==> src/verilog/rpq_defs.vh <==
/*
 * Constants for the read pulse qualifier and data separator: timing counts,
 * control-select bus bit positions and strobe delay settings.
 * Assumes a 200 MHz system clock (5 ns period) and Verilog-2005 tools.
 */
`ifndef RPQ_DEFS_VH
`define RPQ_DEFS_VH

// System clock period in picoseconds.
`define RPQ_CLK_PS            5000
// Output pulse width in picoseconds, and its count (least time, round up).
`define RPQ_PULSE_PS          20000
`define RPQ_PULSE_CYC         ((`RPQ_PULSE_PS + `RPQ_CLK_PS - 1) / `RPQ_CLK_PS)
// Oscillator stop time in picoseconds and its count (approximate, round down).
`define RPQ_STOP_PS           200000
`define RPQ_STOP_CYC          (`RPQ_STOP_PS / `RPQ_CLK_PS)
// Relock budget in picoseconds and its count (longest time, round down).
`define RPQ_LOCK_PS           2000000
`define RPQ_LOCK_CYC          (`RPQ_LOCK_PS / `RPQ_CLK_PS)
// Fixed pump-down length in cycles while reading.
`define RPQ_PDN_CYC           2
// Strobe delay in picoseconds and its count (at least one cycle).
`define RPQ_SKEW_PS           2900
`define RPQ_SKEW_CYC          1
// Counter widths.
`define RPQ_CNT_W             9
// Control-select bus bit positions (bits numbered from 0 on the port).
`define RPQ_BIT_READ          1
`define RPQ_BIT_AMARK         5
`define RPQ_BIT_EARLY         7
`define RPQ_BIT_LATE          8
`define RPQ_BUS_W             10
// Buffer shape.
`define RPQ_FIFO_W            2
`define RPQ_FIFO_D            16
`define RPQ_FIFO_AW           4

`endif

==> src/verilog/rpq_core.v <==
/*
 * Read pulse qualifier and data separator: transition flop, output
 * one-shot, address mark mode, phase detector steering, oscillator stop
 * control and strobe skewing, with a FIFO on the clocked data path.
 * Assumes every input is synchronous to the 200 MHz clock; the analogue
 * channels arrive as sampled levels and the oscillators as sampled levels.
 */
`timescale 1ns/1ps
`include "rpq_defs.vh"

module rpq_core (
	input  wire                  clock,
	input  wire                  rst_n,
	input  wire                  clk_en,
	input  wire                  write_enable_n,
	input  wire                  low_res,
	input  wire                  high_res_clk,
	input  wire                  tag_ctrl,
	input  wire [`RPQ_BUS_W-1:0] ctrl_bus,
	input  wire                  double_rate_read_osc,
	input  wire                  write_side_reference,
	input  wire                  data_ready,
	output wire                  read_pulse,
	output reg                   address_mark_gate_n,
	output reg                   read_gate_r,
	output reg                   pump_up,
	output reg                   pump_down,
	output reg                   osc_stop,
	output reg                   locked,
	output reg                   read_clock_out,
	output wire                  clocked_data,
	output wire                  data_valid,
	output wire                  fifo_ready,
	output reg                   strobe_early_r,
	output reg                   strobe_late_r
);
	// Counter loads, one less than each length since the count ends at zero;
	// they are cut to the counter widths where they are used.
	localparam integer STOP_N = `RPQ_STOP_CYC - 1;  // Stop interval load.
	localparam integer LOCK_N = `RPQ_LOCK_CYC - 1;  // Relock interval load.
	localparam integer PDN_N  = `RPQ_PDN_CYC - 1;   // Pump-down load.

	reg                 transition_flop;     // Qualified transition state.
	reg                 hr_q_r;              // Previous high-res level.
	reg                 lr_q_r;              // Previous low-res level.
	reg                 osc_q_r;             // Previous oscillator level.
	reg                 ref_q_r;             // Previous reference level.
	reg                 rg_q_r;              // Read gate last cycle.
	reg                 gate_chg_r;          // Gate changed, awaiting a pulse.
	reg [`RPQ_CNT_W-1:0] stop_cnt_r;         // Stop interval left.
	reg [`RPQ_CNT_W-1:0] lock_cnt_r;         // Relock interval left.
	reg                 pup_wait_r;          // Pump-up waiting for osc edge.
	reg [1:0]           pdn_cnt_r;           // Pump-down cycles left.
	reg                 ref_lead_r;          // Reference edge seen first.
	reg                 osc_lead_r;          // Oscillator edge seen first.
	reg                 mode_q_r;            // Previous loop mode.
	reg [1:0]           dly_r;               // Delay taps for skewing.
	wire                hr_rise;
	wire                lr_edge;
	wire                osc_rise;
	wire                ref_rise;
	wire                path_on;
	wire                amark;
	wire                trig;
	wire                qpulse;
	wire                read_mode;
	wire                early_eff;
	wire                late_eff;
	wire                data_src;
	wire                ldummy_mode;         // Read-mode flag of the FIFO head word.
	wire                clocked_data_w;      // Data bit of the FIFO head word.

	// Decodes one bus bit from a control-select command.
	function tag_bit;
		input                  t;
		input [`RPQ_BUS_W-1:0] b;
		input integer          n;
		begin
			tag_bit = t & b[n];
		end
	endfunction

	// Edge detectors on the sampled pin levels, one cycle of history each.
	assign hr_rise  = high_res_clk & ~hr_q_r;
	assign lr_edge  = low_res ^ lr_q_r;
	assign osc_rise = double_rate_read_osc & ~osc_q_r;
	assign ref_rise = write_side_reference & ~ref_q_r;
	// Mark search is the inverse of the active-low gate.
	assign amark    = ~address_mark_gate_n;
	assign path_on  = write_enable_n & read_gate_r;
	// Normal mode fires on flop changes; mark mode fires on low-res edges.
	assign trig     = path_on & (amark ? lr_edge
	                                   : (hr_rise & (low_res != transition_flop)));
	// The loop reads only with the gate up and no mark search; both strobe
	// bits together fall back to nominal so only one path is ever delayed.
	assign read_mode = read_gate_r & ~amark;
	assign early_eff = strobe_early_r & ~strobe_late_r;
	assign late_eff  = strobe_late_r & ~strobe_early_r;

	// The output one-shot gives a fixed-width pulse per qualified transition.
	rpq_pulse #(
		.LEN (`RPQ_PULSE_CYC),
		.CW  (`RPQ_CNT_W)
	) u_shot (
		.clock  (clock),
		.rst_n  (rst_n),
		.clk_en (clk_en),
		.trig   (trig),
		.pulse  (qpulse)
	);
	// The qualified pulse leaves the block straight from the one-shot's flop.
	assign read_pulse = qpulse;

	// Control-select commands latch read, mark search and strobe bits.
	always @(posedge clock) begin
		if (!rst_n) begin
			read_gate_r         <= 1'b0;
			address_mark_gate_n <= 1'b1;
			strobe_early_r      <= 1'b0;
			strobe_late_r       <= 1'b0;
		end else if (clk_en && tag_ctrl) begin
			read_gate_r         <= tag_bit(tag_ctrl, ctrl_bus, `RPQ_BIT_READ);
			address_mark_gate_n <= ~(tag_bit(tag_ctrl, ctrl_bus, `RPQ_BIT_READ)
			                       & tag_bit(tag_ctrl, ctrl_bus, `RPQ_BIT_AMARK));
			strobe_early_r      <= tag_bit(tag_ctrl, ctrl_bus, `RPQ_BIT_EARLY);
			strobe_late_r       <= tag_bit(tag_ctrl, ctrl_bus, `RPQ_BIT_LATE);
		end
	end

	// Edge history and the transition flop itself.
	always @(posedge clock) begin
		if (!rst_n) begin
			transition_flop <= 1'b0;
			hr_q_r          <= 1'b0;
			lr_q_r          <= 1'b0;
			osc_q_r         <= 1'b0;
			ref_q_r         <= 1'b0;
		end else if (clk_en) begin
			hr_q_r  <= high_res_clk;
			lr_q_r  <= low_res;
			osc_q_r <= double_rate_read_osc;
			ref_q_r <= write_side_reference;
			// Mark search parks the flop set so only low-res edges fire the one-shot.
			if (amark) begin
				transition_flop <= 1'b1;
			end else if (path_on && hr_rise) begin
				transition_flop <= low_res;
			end
		end
	end

	// Phase detector: quadrature while reading, coincidence while idle.
	always @(posedge clock) begin
		if (!rst_n) begin
			pump_up    <= 1'b0;
			pump_down  <= 1'b0;
			pup_wait_r <= 1'b0;
			pdn_cnt_r  <= 2'h0;
			ref_lead_r <= 1'b0;
			osc_lead_r <= 1'b0;
		end else if (clk_en) begin
			if (osc_stop) begin
				pump_up    <= 1'b0;
				pump_down  <= 1'b0;
				pup_wait_r <= 1'b0;
				pdn_cnt_r  <= 2'h0;
			end else if (read_mode) begin
				ref_lead_r <= 1'b0;
				osc_lead_r <= 1'b0;
				if (trig && !pup_wait_r) begin
					pup_wait_r <= 1'b1;
					pump_up    <= 1'b1;
					pump_down  <= 1'b0;
				end else if (pup_wait_r && osc_rise) begin
					pup_wait_r <= 1'b0;
					pump_up    <= 1'b0;
					pump_down  <= 1'b1;
					pdn_cnt_r  <= PDN_N[1:0];
				end else if (pdn_cnt_r != 2'h0) begin
					// Pump-up follows the wait flag so a level left from idle cannot linger.
					pump_up   <= pup_wait_r;
					pdn_cnt_r <= pdn_cnt_r - 1'b1;
				end else begin
					pump_up   <= pup_wait_r;
					pump_down <= 1'b0;
				end
			end else begin
				pup_wait_r <= 1'b0;
				pdn_cnt_r  <= 2'h0;
				// Lead: reference first, pump up until the oscillator edge.
				if (ref_rise && osc_rise) begin
					ref_lead_r <= 1'b0;
					osc_lead_r <= 1'b0;
				end else if (ref_rise) begin
					if (osc_lead_r) begin
						osc_lead_r <= 1'b0;
					end else begin
						ref_lead_r <= 1'b1;
					end
				end else if (osc_rise) begin
					if (ref_lead_r) begin
						ref_lead_r <= 1'b0;
					end else begin
						osc_lead_r <= 1'b1;
					end
				end
				pump_up   <= ref_lead_r & ~osc_rise;
				pump_down <= osc_lead_r & ~ref_rise;
			end
		end
	end

	// Oscillator stop after the first pulse following a gate change,
	// and a relock window from each loop mode change that reports lock when it ends.
	always @(posedge clock) begin
		if (!rst_n) begin
			rg_q_r     <= 1'b0;
			gate_chg_r <= 1'b0;
			stop_cnt_r <= {`RPQ_CNT_W{1'b0}};
			lock_cnt_r <= {`RPQ_CNT_W{1'b0}};
			osc_stop   <= 1'b0;
			locked     <= 1'b0;
			mode_q_r   <= 1'b0;
		end else if (clk_en) begin
			rg_q_r   <= read_gate_r;
			mode_q_r <= read_mode;
			// A gate change arms the stop; the first pulse after it disarms it.
			if (rg_q_r != read_gate_r) begin
				gate_chg_r <= 1'b1;
			end else if (gate_chg_r && trig) begin
				gate_chg_r <= 1'b0;
			end
			// The countdown runs apart from the arming so a gate change never stalls it.
			if (gate_chg_r && trig && (rg_q_r == read_gate_r)) begin
				osc_stop   <= 1'b1;
				stop_cnt_r <= STOP_N[`RPQ_CNT_W-1:0];
			end else if (stop_cnt_r != {`RPQ_CNT_W{1'b0}}) begin
				stop_cnt_r <= stop_cnt_r - 1'b1;
			end else begin
				osc_stop <= 1'b0;
			end
			if (mode_q_r != read_mode) begin
				lock_cnt_r <= LOCK_N[`RPQ_CNT_W-1:0];
				locked     <= 1'b0;
			end else if (lock_cnt_r != {`RPQ_CNT_W{1'b0}}) begin
				lock_cnt_r <= lock_cnt_r - 1'b1;
			end else begin
				locked <= 1'b1;
			end
		end
	end

	// Strobe skew: data or clock runs through a one-cycle delay tap.
	always @(posedge clock) begin
		if (!rst_n) begin
			dly_r          <= 2'h0;
			read_clock_out <= 1'b0;
		end else if (clk_en) begin
			dly_r          <= {double_rate_read_osc, qpulse};
			read_clock_out <= early_eff ? dly_r[1] : double_rate_read_osc;
		end
	end
	// Late strobe takes the data from the delay tap; early takes the clock instead.
	assign data_src = late_eff ? dly_r[0] : qpulse;

	// While the read gate is up, clocked data is sampled once per oscillator rising edge into the FIFO.
	rpq_fifo #(
		.W  (`RPQ_FIFO_W),
		.D  (`RPQ_FIFO_D),
		.AW (`RPQ_FIFO_AW)
	) u_fifo (
		.clock     (clock),
		.rst_n     (rst_n),
		.clk_en    (clk_en),
		.in_data   ({read_mode, data_src}),
		.in_valid  (osc_rise & read_gate_r),
		.in_ready  (fifo_ready),
		.out_data  ({ldummy_mode, clocked_data_w}),
		.out_valid (data_valid),
		.out_ready (data_ready)
	);
	// Only words pushed in read mode carry data to the output.
	assign clocked_data = clocked_data_w & ldummy_mode;
endmodule // rpq_core

==> src/verilog/rpq_fifo.v <==
/*
 * Synchronous FIFO with valid/ready on both sides, flip-flop storage.
 * Assumes one clock, a synchronous active-low reset and a clock enable.
 */
`timescale 1ns/1ps
module rpq_fifo #(
	parameter W  = 2,
	parameter D  = 16,
	parameter AW = 4
) (
	input  wire          clock,
	input  wire          rst_n,
	input  wire          clk_en,
	input  wire [W-1:0]  in_data,
	input  wire          in_valid,
	output wire          in_ready,
	output reg  [W-1:0]  out_data,
	output wire          out_valid,
	input  wire          out_ready
);
	reg [W-1:0]  mem_r [0:D-1];   // Storage words.
	reg [AW-1:0] wp_r;            // Write index.
	reg [AW-1:0] rp_r;            // Read index.
	reg [AW:0]   cnt_r;           // Words held.
	wire         push;            // Word accepted this cycle.
	wire         pop;             // Word delivered this cycle.
	integer      i;

	assign in_ready  = (cnt_r != D[AW:0]);
	assign out_valid = (cnt_r != {(AW+1){1'b0}});
	assign push      = clk_en & in_valid & in_ready;
	assign pop       = clk_en & out_valid & out_ready;

	// Read data is taken from the current read index.
	always @* begin
		out_data = mem_r[rp_r];
	end

	// Pointers and count move on accepted pushes and pops.
	always @(posedge clock) begin
		if (!rst_n) begin
			wp_r  <= {AW{1'b0}};
			rp_r  <= {AW{1'b0}};
			cnt_r <= {(AW+1){1'b0}};
			for (i = 0; i < D; i = i + 1) begin
				mem_r[i] <= {W{1'b0}};
			end
		end else begin
			if (push) begin
				mem_r[wp_r] <= in_data;
				wp_r        <= wp_r + 1'b1;
			end
			if (pop) begin
				rp_r <= rp_r + 1'b1;
			end
			if (push && !pop) begin
				cnt_r <= cnt_r + 1'b1;
			end else if (pop && !push) begin
				cnt_r <= cnt_r - 1'b1;
			end
		end
	end
endmodule // rpq_fifo

==> src/verilog/rpq_pulse.v <==
/*
 * Retriggerable one-shot: each trigger restarts a fixed-length high pulse.
 * Assumes one clock, a synchronous active-low reset and a clock enable.
 */
`timescale 1ns/1ps
module rpq_pulse #(
	parameter LEN = 4,
	parameter CW  = 9
) (
	input  wire clock,
	input  wire rst_n,
	input  wire clk_en,
	input  wire trig,
	output reg  pulse
);
	reg [CW-1:0] cnt_r;   // Cycles left in the pulse.

	// A trigger loads the length less one; the output stays high while cycles remain.
	always @(posedge clock) begin
		if (!rst_n) begin
			cnt_r <= {CW{1'b0}};
			pulse <= 1'b0;
		end else if (clk_en) begin
			if (trig) begin
				cnt_r <= LEN[CW-1:0] - 1'b1;
				pulse <= 1'b1;
			end else if (cnt_r != {CW{1'b0}}) begin
				cnt_r <= cnt_r - 1'b1;
			end else begin
				pulse <= 1'b0;
			end
		end
	end
endmodule // rpq_pulse

==> config.mk <==
export PLATFORM = sky130hd
export DESIGN_NAME = rpq_core
export DESIGN_NICKNAME = d
export VERILOG_FILES = /design/src/verilog/rpq_core.v /design/src/verilog/rpq_fifo.v /design/src/verilog/rpq_pulse.v
export VERILOG_INCLUDE_DIRS = /design/src /design/src/verilog
export SDC_FILE = /design/constraint.sdc
export NUM_CORES = 1
export LEC_CHECK = 0
export BUFFER_PORTS_ARGS = -buffer_cell sky130_fd_sc_hd__buf_2
export CORE_ASPECT_RATIO = 1.25
export CORE_MARGIN = 4
export CORE_UTILIZATION = 35
export CTS_CLUSTER_SIZE = 14
export DETAILED_ROUTE_END_ITERATION = 8
export PLACE_DENSITY = 0.62
export SETUP_SLACK_MARGIN = 0.5
export SLEW_MARGIN = 20
export SYNTH_ARGS = -nofsm -noshare
export SYNTH_HDL_FRONTEND = slang
export SYNTH_SLANG_ARGS = --single-unit
==> constraint.sdc <==
create_clock -name clock -period 6 [get_ports clock]
set_input_delay 0.6 -clock clock [delete_from_list [all_inputs] [get_ports clock]]
set_output_delay 0.6 -clock clock [all_outputs]
set_load 0.005 [all_outputs]
==> results.toml <==
[critical_path]
arrival_ns = 3.86
crit_slowest_cell = "a21oi_1"
r2r_start = "read_gate_r"
startpoint = "clk_en"
ff2ff_path_depth = 10
criticalPathCategory = "input port to flip-flop"
path_buf_inv = 3
crit_path_max_fanout = 34
critPathRequiredTime_ns = 6.27
cpPeakStageDelay_ns = 0.79
rrSetupSlack_ns = 2.61
crit_chain = "buf_2 -> buf_4 -> nand4b_1 -> a21oi_1 -> ha_1 -> inv_1 -> fa_1 -> a21o_1 -> a21oi_1 -> xnor2_1 -> or3_1 -> a21oi_1"
start_kind = "input port"
end_kind = "flip-flop"
reg2reg_to = "u_fifo.cnt_r[4]"
crit_family = "compound AO/OA/AOI/OAI gates"
crit_top_cell = "a21oi_1"

[synth]
synth_area_um2 = 4748
synth_edf_count = 32
ys.flop_type = "dfxtp_1"
async_flop_share = 0
synth_cell_types = 54
ys_warn_count = 0
avgSynthCellArea_um2 = 9.079
yosysSeqAreaShare = 0.4891
ys_seq_elements = 100
syn_nets = 557
synth_top_area_share = 0.2867
yosys.area.top_type = "dfxtp_1"
synth_area_leaders = "dfxtp_1, edfxtp_1, nor2_1, a21oi_1, nand2_1"
syn_inst = 523

[placed_design]
place.gp.congestion = 0.8184
dp_cells = 699
dp_hpwl_um = 7224
numPortBuffers = 26
post_dp_cell_area_um2 = 5019
dp_slack_ns = 2.036

[drt]
vias = 3749
ant_nets = 0
vias_per_cell = 5.243
drt_iter0_drc = 205
avgRoutedWirePerCell_um = 14.04
firstDrtPassIters = 5
drt_wl_total_um = 10040
drc_errors = 0

[clock_network]
root_buffer = "clkbuf_16"
insertion_delay_ns = 0.34
post_cts_resized = 0
cts_tree = "yes"
clock_path_buffers = 2
numCtsBuffers = 9
holdBufCountCts = 0
clk_pin_slew_ns = 0.06
cts_setup_buffers = 0
h-tree-depth = 3
cts.sinks = 100

[die]
core_um2 = 13290
die-area_um2 = 15510
die_x_um = 112.2
num_rows = 47
die_y_um = 138.2
io-pin-count = 33
start_util = 0.3573

[grt]
grt_usage = 0.1314
grt_pass1_vias = 3602
antenna_found_initial = 0
grt-ovfl-total = 0
grt_pass1_wl_um = 16990
grt_max_degree = 45

[timing]
relSlewSlack = 0.3477
slew_viol_final = 0
finalSetupTns_ns = 0
fin_crit_sh = 0.5983
fin_worst_skew_ns = 0.008523
clock.fmax_mhz = 278.5
tightest_slew_ns = 0.9785
setup_slack_ns = 2.410
finalSetupViolations = 0
finalHoldViolations = 0
fin_crit_ns = 3.590
rsz0062_at_grt = "no"

[final_layout]
final_cell_mix = "dfxtp_1, nor2_1, nand2_1"
postLayoutCellArea_um2 = 5339
area_delta_synth_final_pct = 12.44
drive_gt1_frac = 0.1011
instances_no_fill = 715
fin_nets = 573
layout_commonest_cell = "dfxtp_1"
diodes = 0

[power_and_ir_drop]
power_density_nw_per_um2 = 408.1
ir_drop_v = 0.0002606
p_leak_uw = 0.001929

[job]
maxCapViolations = 0

[worst_hold_path]
hp-start = "stop_cnt_r[8]"
min_to = "stop_cnt_r[8]"
holdPathStages = 2
hp-class = "flip-flop to flip-flop"

[outcome]
status = "finished, final reports clean"
## kinds of logic after synthesis
group	share of synthesized area
muxes	0.03478
adders and majority gates	0.03847
and+or+nand+nor	0.2300
buffers and inverters	0.03215
DFF	0.4891
AOI/OAI and AO/OA	0.1368
xor gates and xnor gates	0.03874
## synthesized netlist by cell type, types with 7 or more instances
cell / count
xor2_1: 7
dfxtp_1: 68
xnor2_1: 14
edfxtp_1: 32
nor3_1: 25
mux2i_1: 12
nand3_1: 25
inv_1: 16
nand2_1: 51
clkbuf_1: 17
a21oi_1: 41
nand2b_1: 9
ha_1: 13
o211ai_1: 8
nor2_1: 65
o21ai_0: 35
or3_1: 10
## sequential cells by signal, summed over array words and instances, names as in the netlist, 2 cells and up, named ones only
name / count
u_shot.cnt_r: 9
u_fifo.rp_r: 4
u_fifo.wp_r: 4
u_fifo.cnt_r: 5
u_fifo.mem_r: 32
pdn_cnt_r: 2
stop_cnt_r: 9
lock_cnt_r: 9
## power breakdown
group | switching [uW] | internal, uW | total [uW]
clock | 245 | 378 | 623
sequential | 93.3 | 802 | 895
combinational | 353 | 307 | 660
## layout make-up
cell class	count	area, um2
inverter	17	63.81
clock inverter	4	73.82
timing repair buffer	28	145.1
clock buffer	12	246.5
multi-input combinational	383	2273
sequential	100	2322
tap	171	214.0
fill	1366	7951
## routing by layer
layer	global-route usage	vias up	part of all wire
li1	-	1887	-
met1	0.1574	1791	0.44
met2	0.2305	57	0.50
met3	0.02885	14	0.033
met4	0.04684	0	0.020
met5	0	-	0
## stage by stage
| step | hold slack (ns) | power [uW] | utilization |
|---|---|---|---|
| after floorplan | 0.4223 | 1429 | - |
| after global placement | 0.4384 | 1545 | 0.3776 |
| after detailed placement | 0.4382 | 1576 | 0.3776 |
| after CTS | 0.4484 | 2199 | 0.4017 |
| after global routing | 0.4664 | 2325 | 0.4017 |
| final | 0.4489 | 2179 | 0.4017 |
## worst max-delay path by stage
stage / end / slack, ns / cells past startpoint
2_1_floorplan: u_fifo.cnt_r[4] / 3.06 / 11
3_3_place_gp: u_fifo.cnt_r[4] / 2.06 / 12
3_5_place_dp: u_fifo.cnt_r[4] / 2.04 / 12
4_1_cts: u_fifo.cnt_r[4] / 2.39 / 12
5_1_grt: u_fifo.cnt_r[4] / 2.07 / 12
6_report: u_fifo.cnt_r[4] / 2.41 / 12
## tightest hold or removal path: stages, from the launching register on
cell,delay (ns)
dfxtp_1,0.30
inv_1,0.06
a211oi_1,0.05
Note: power is estimated with default switching activity, not from simulation.
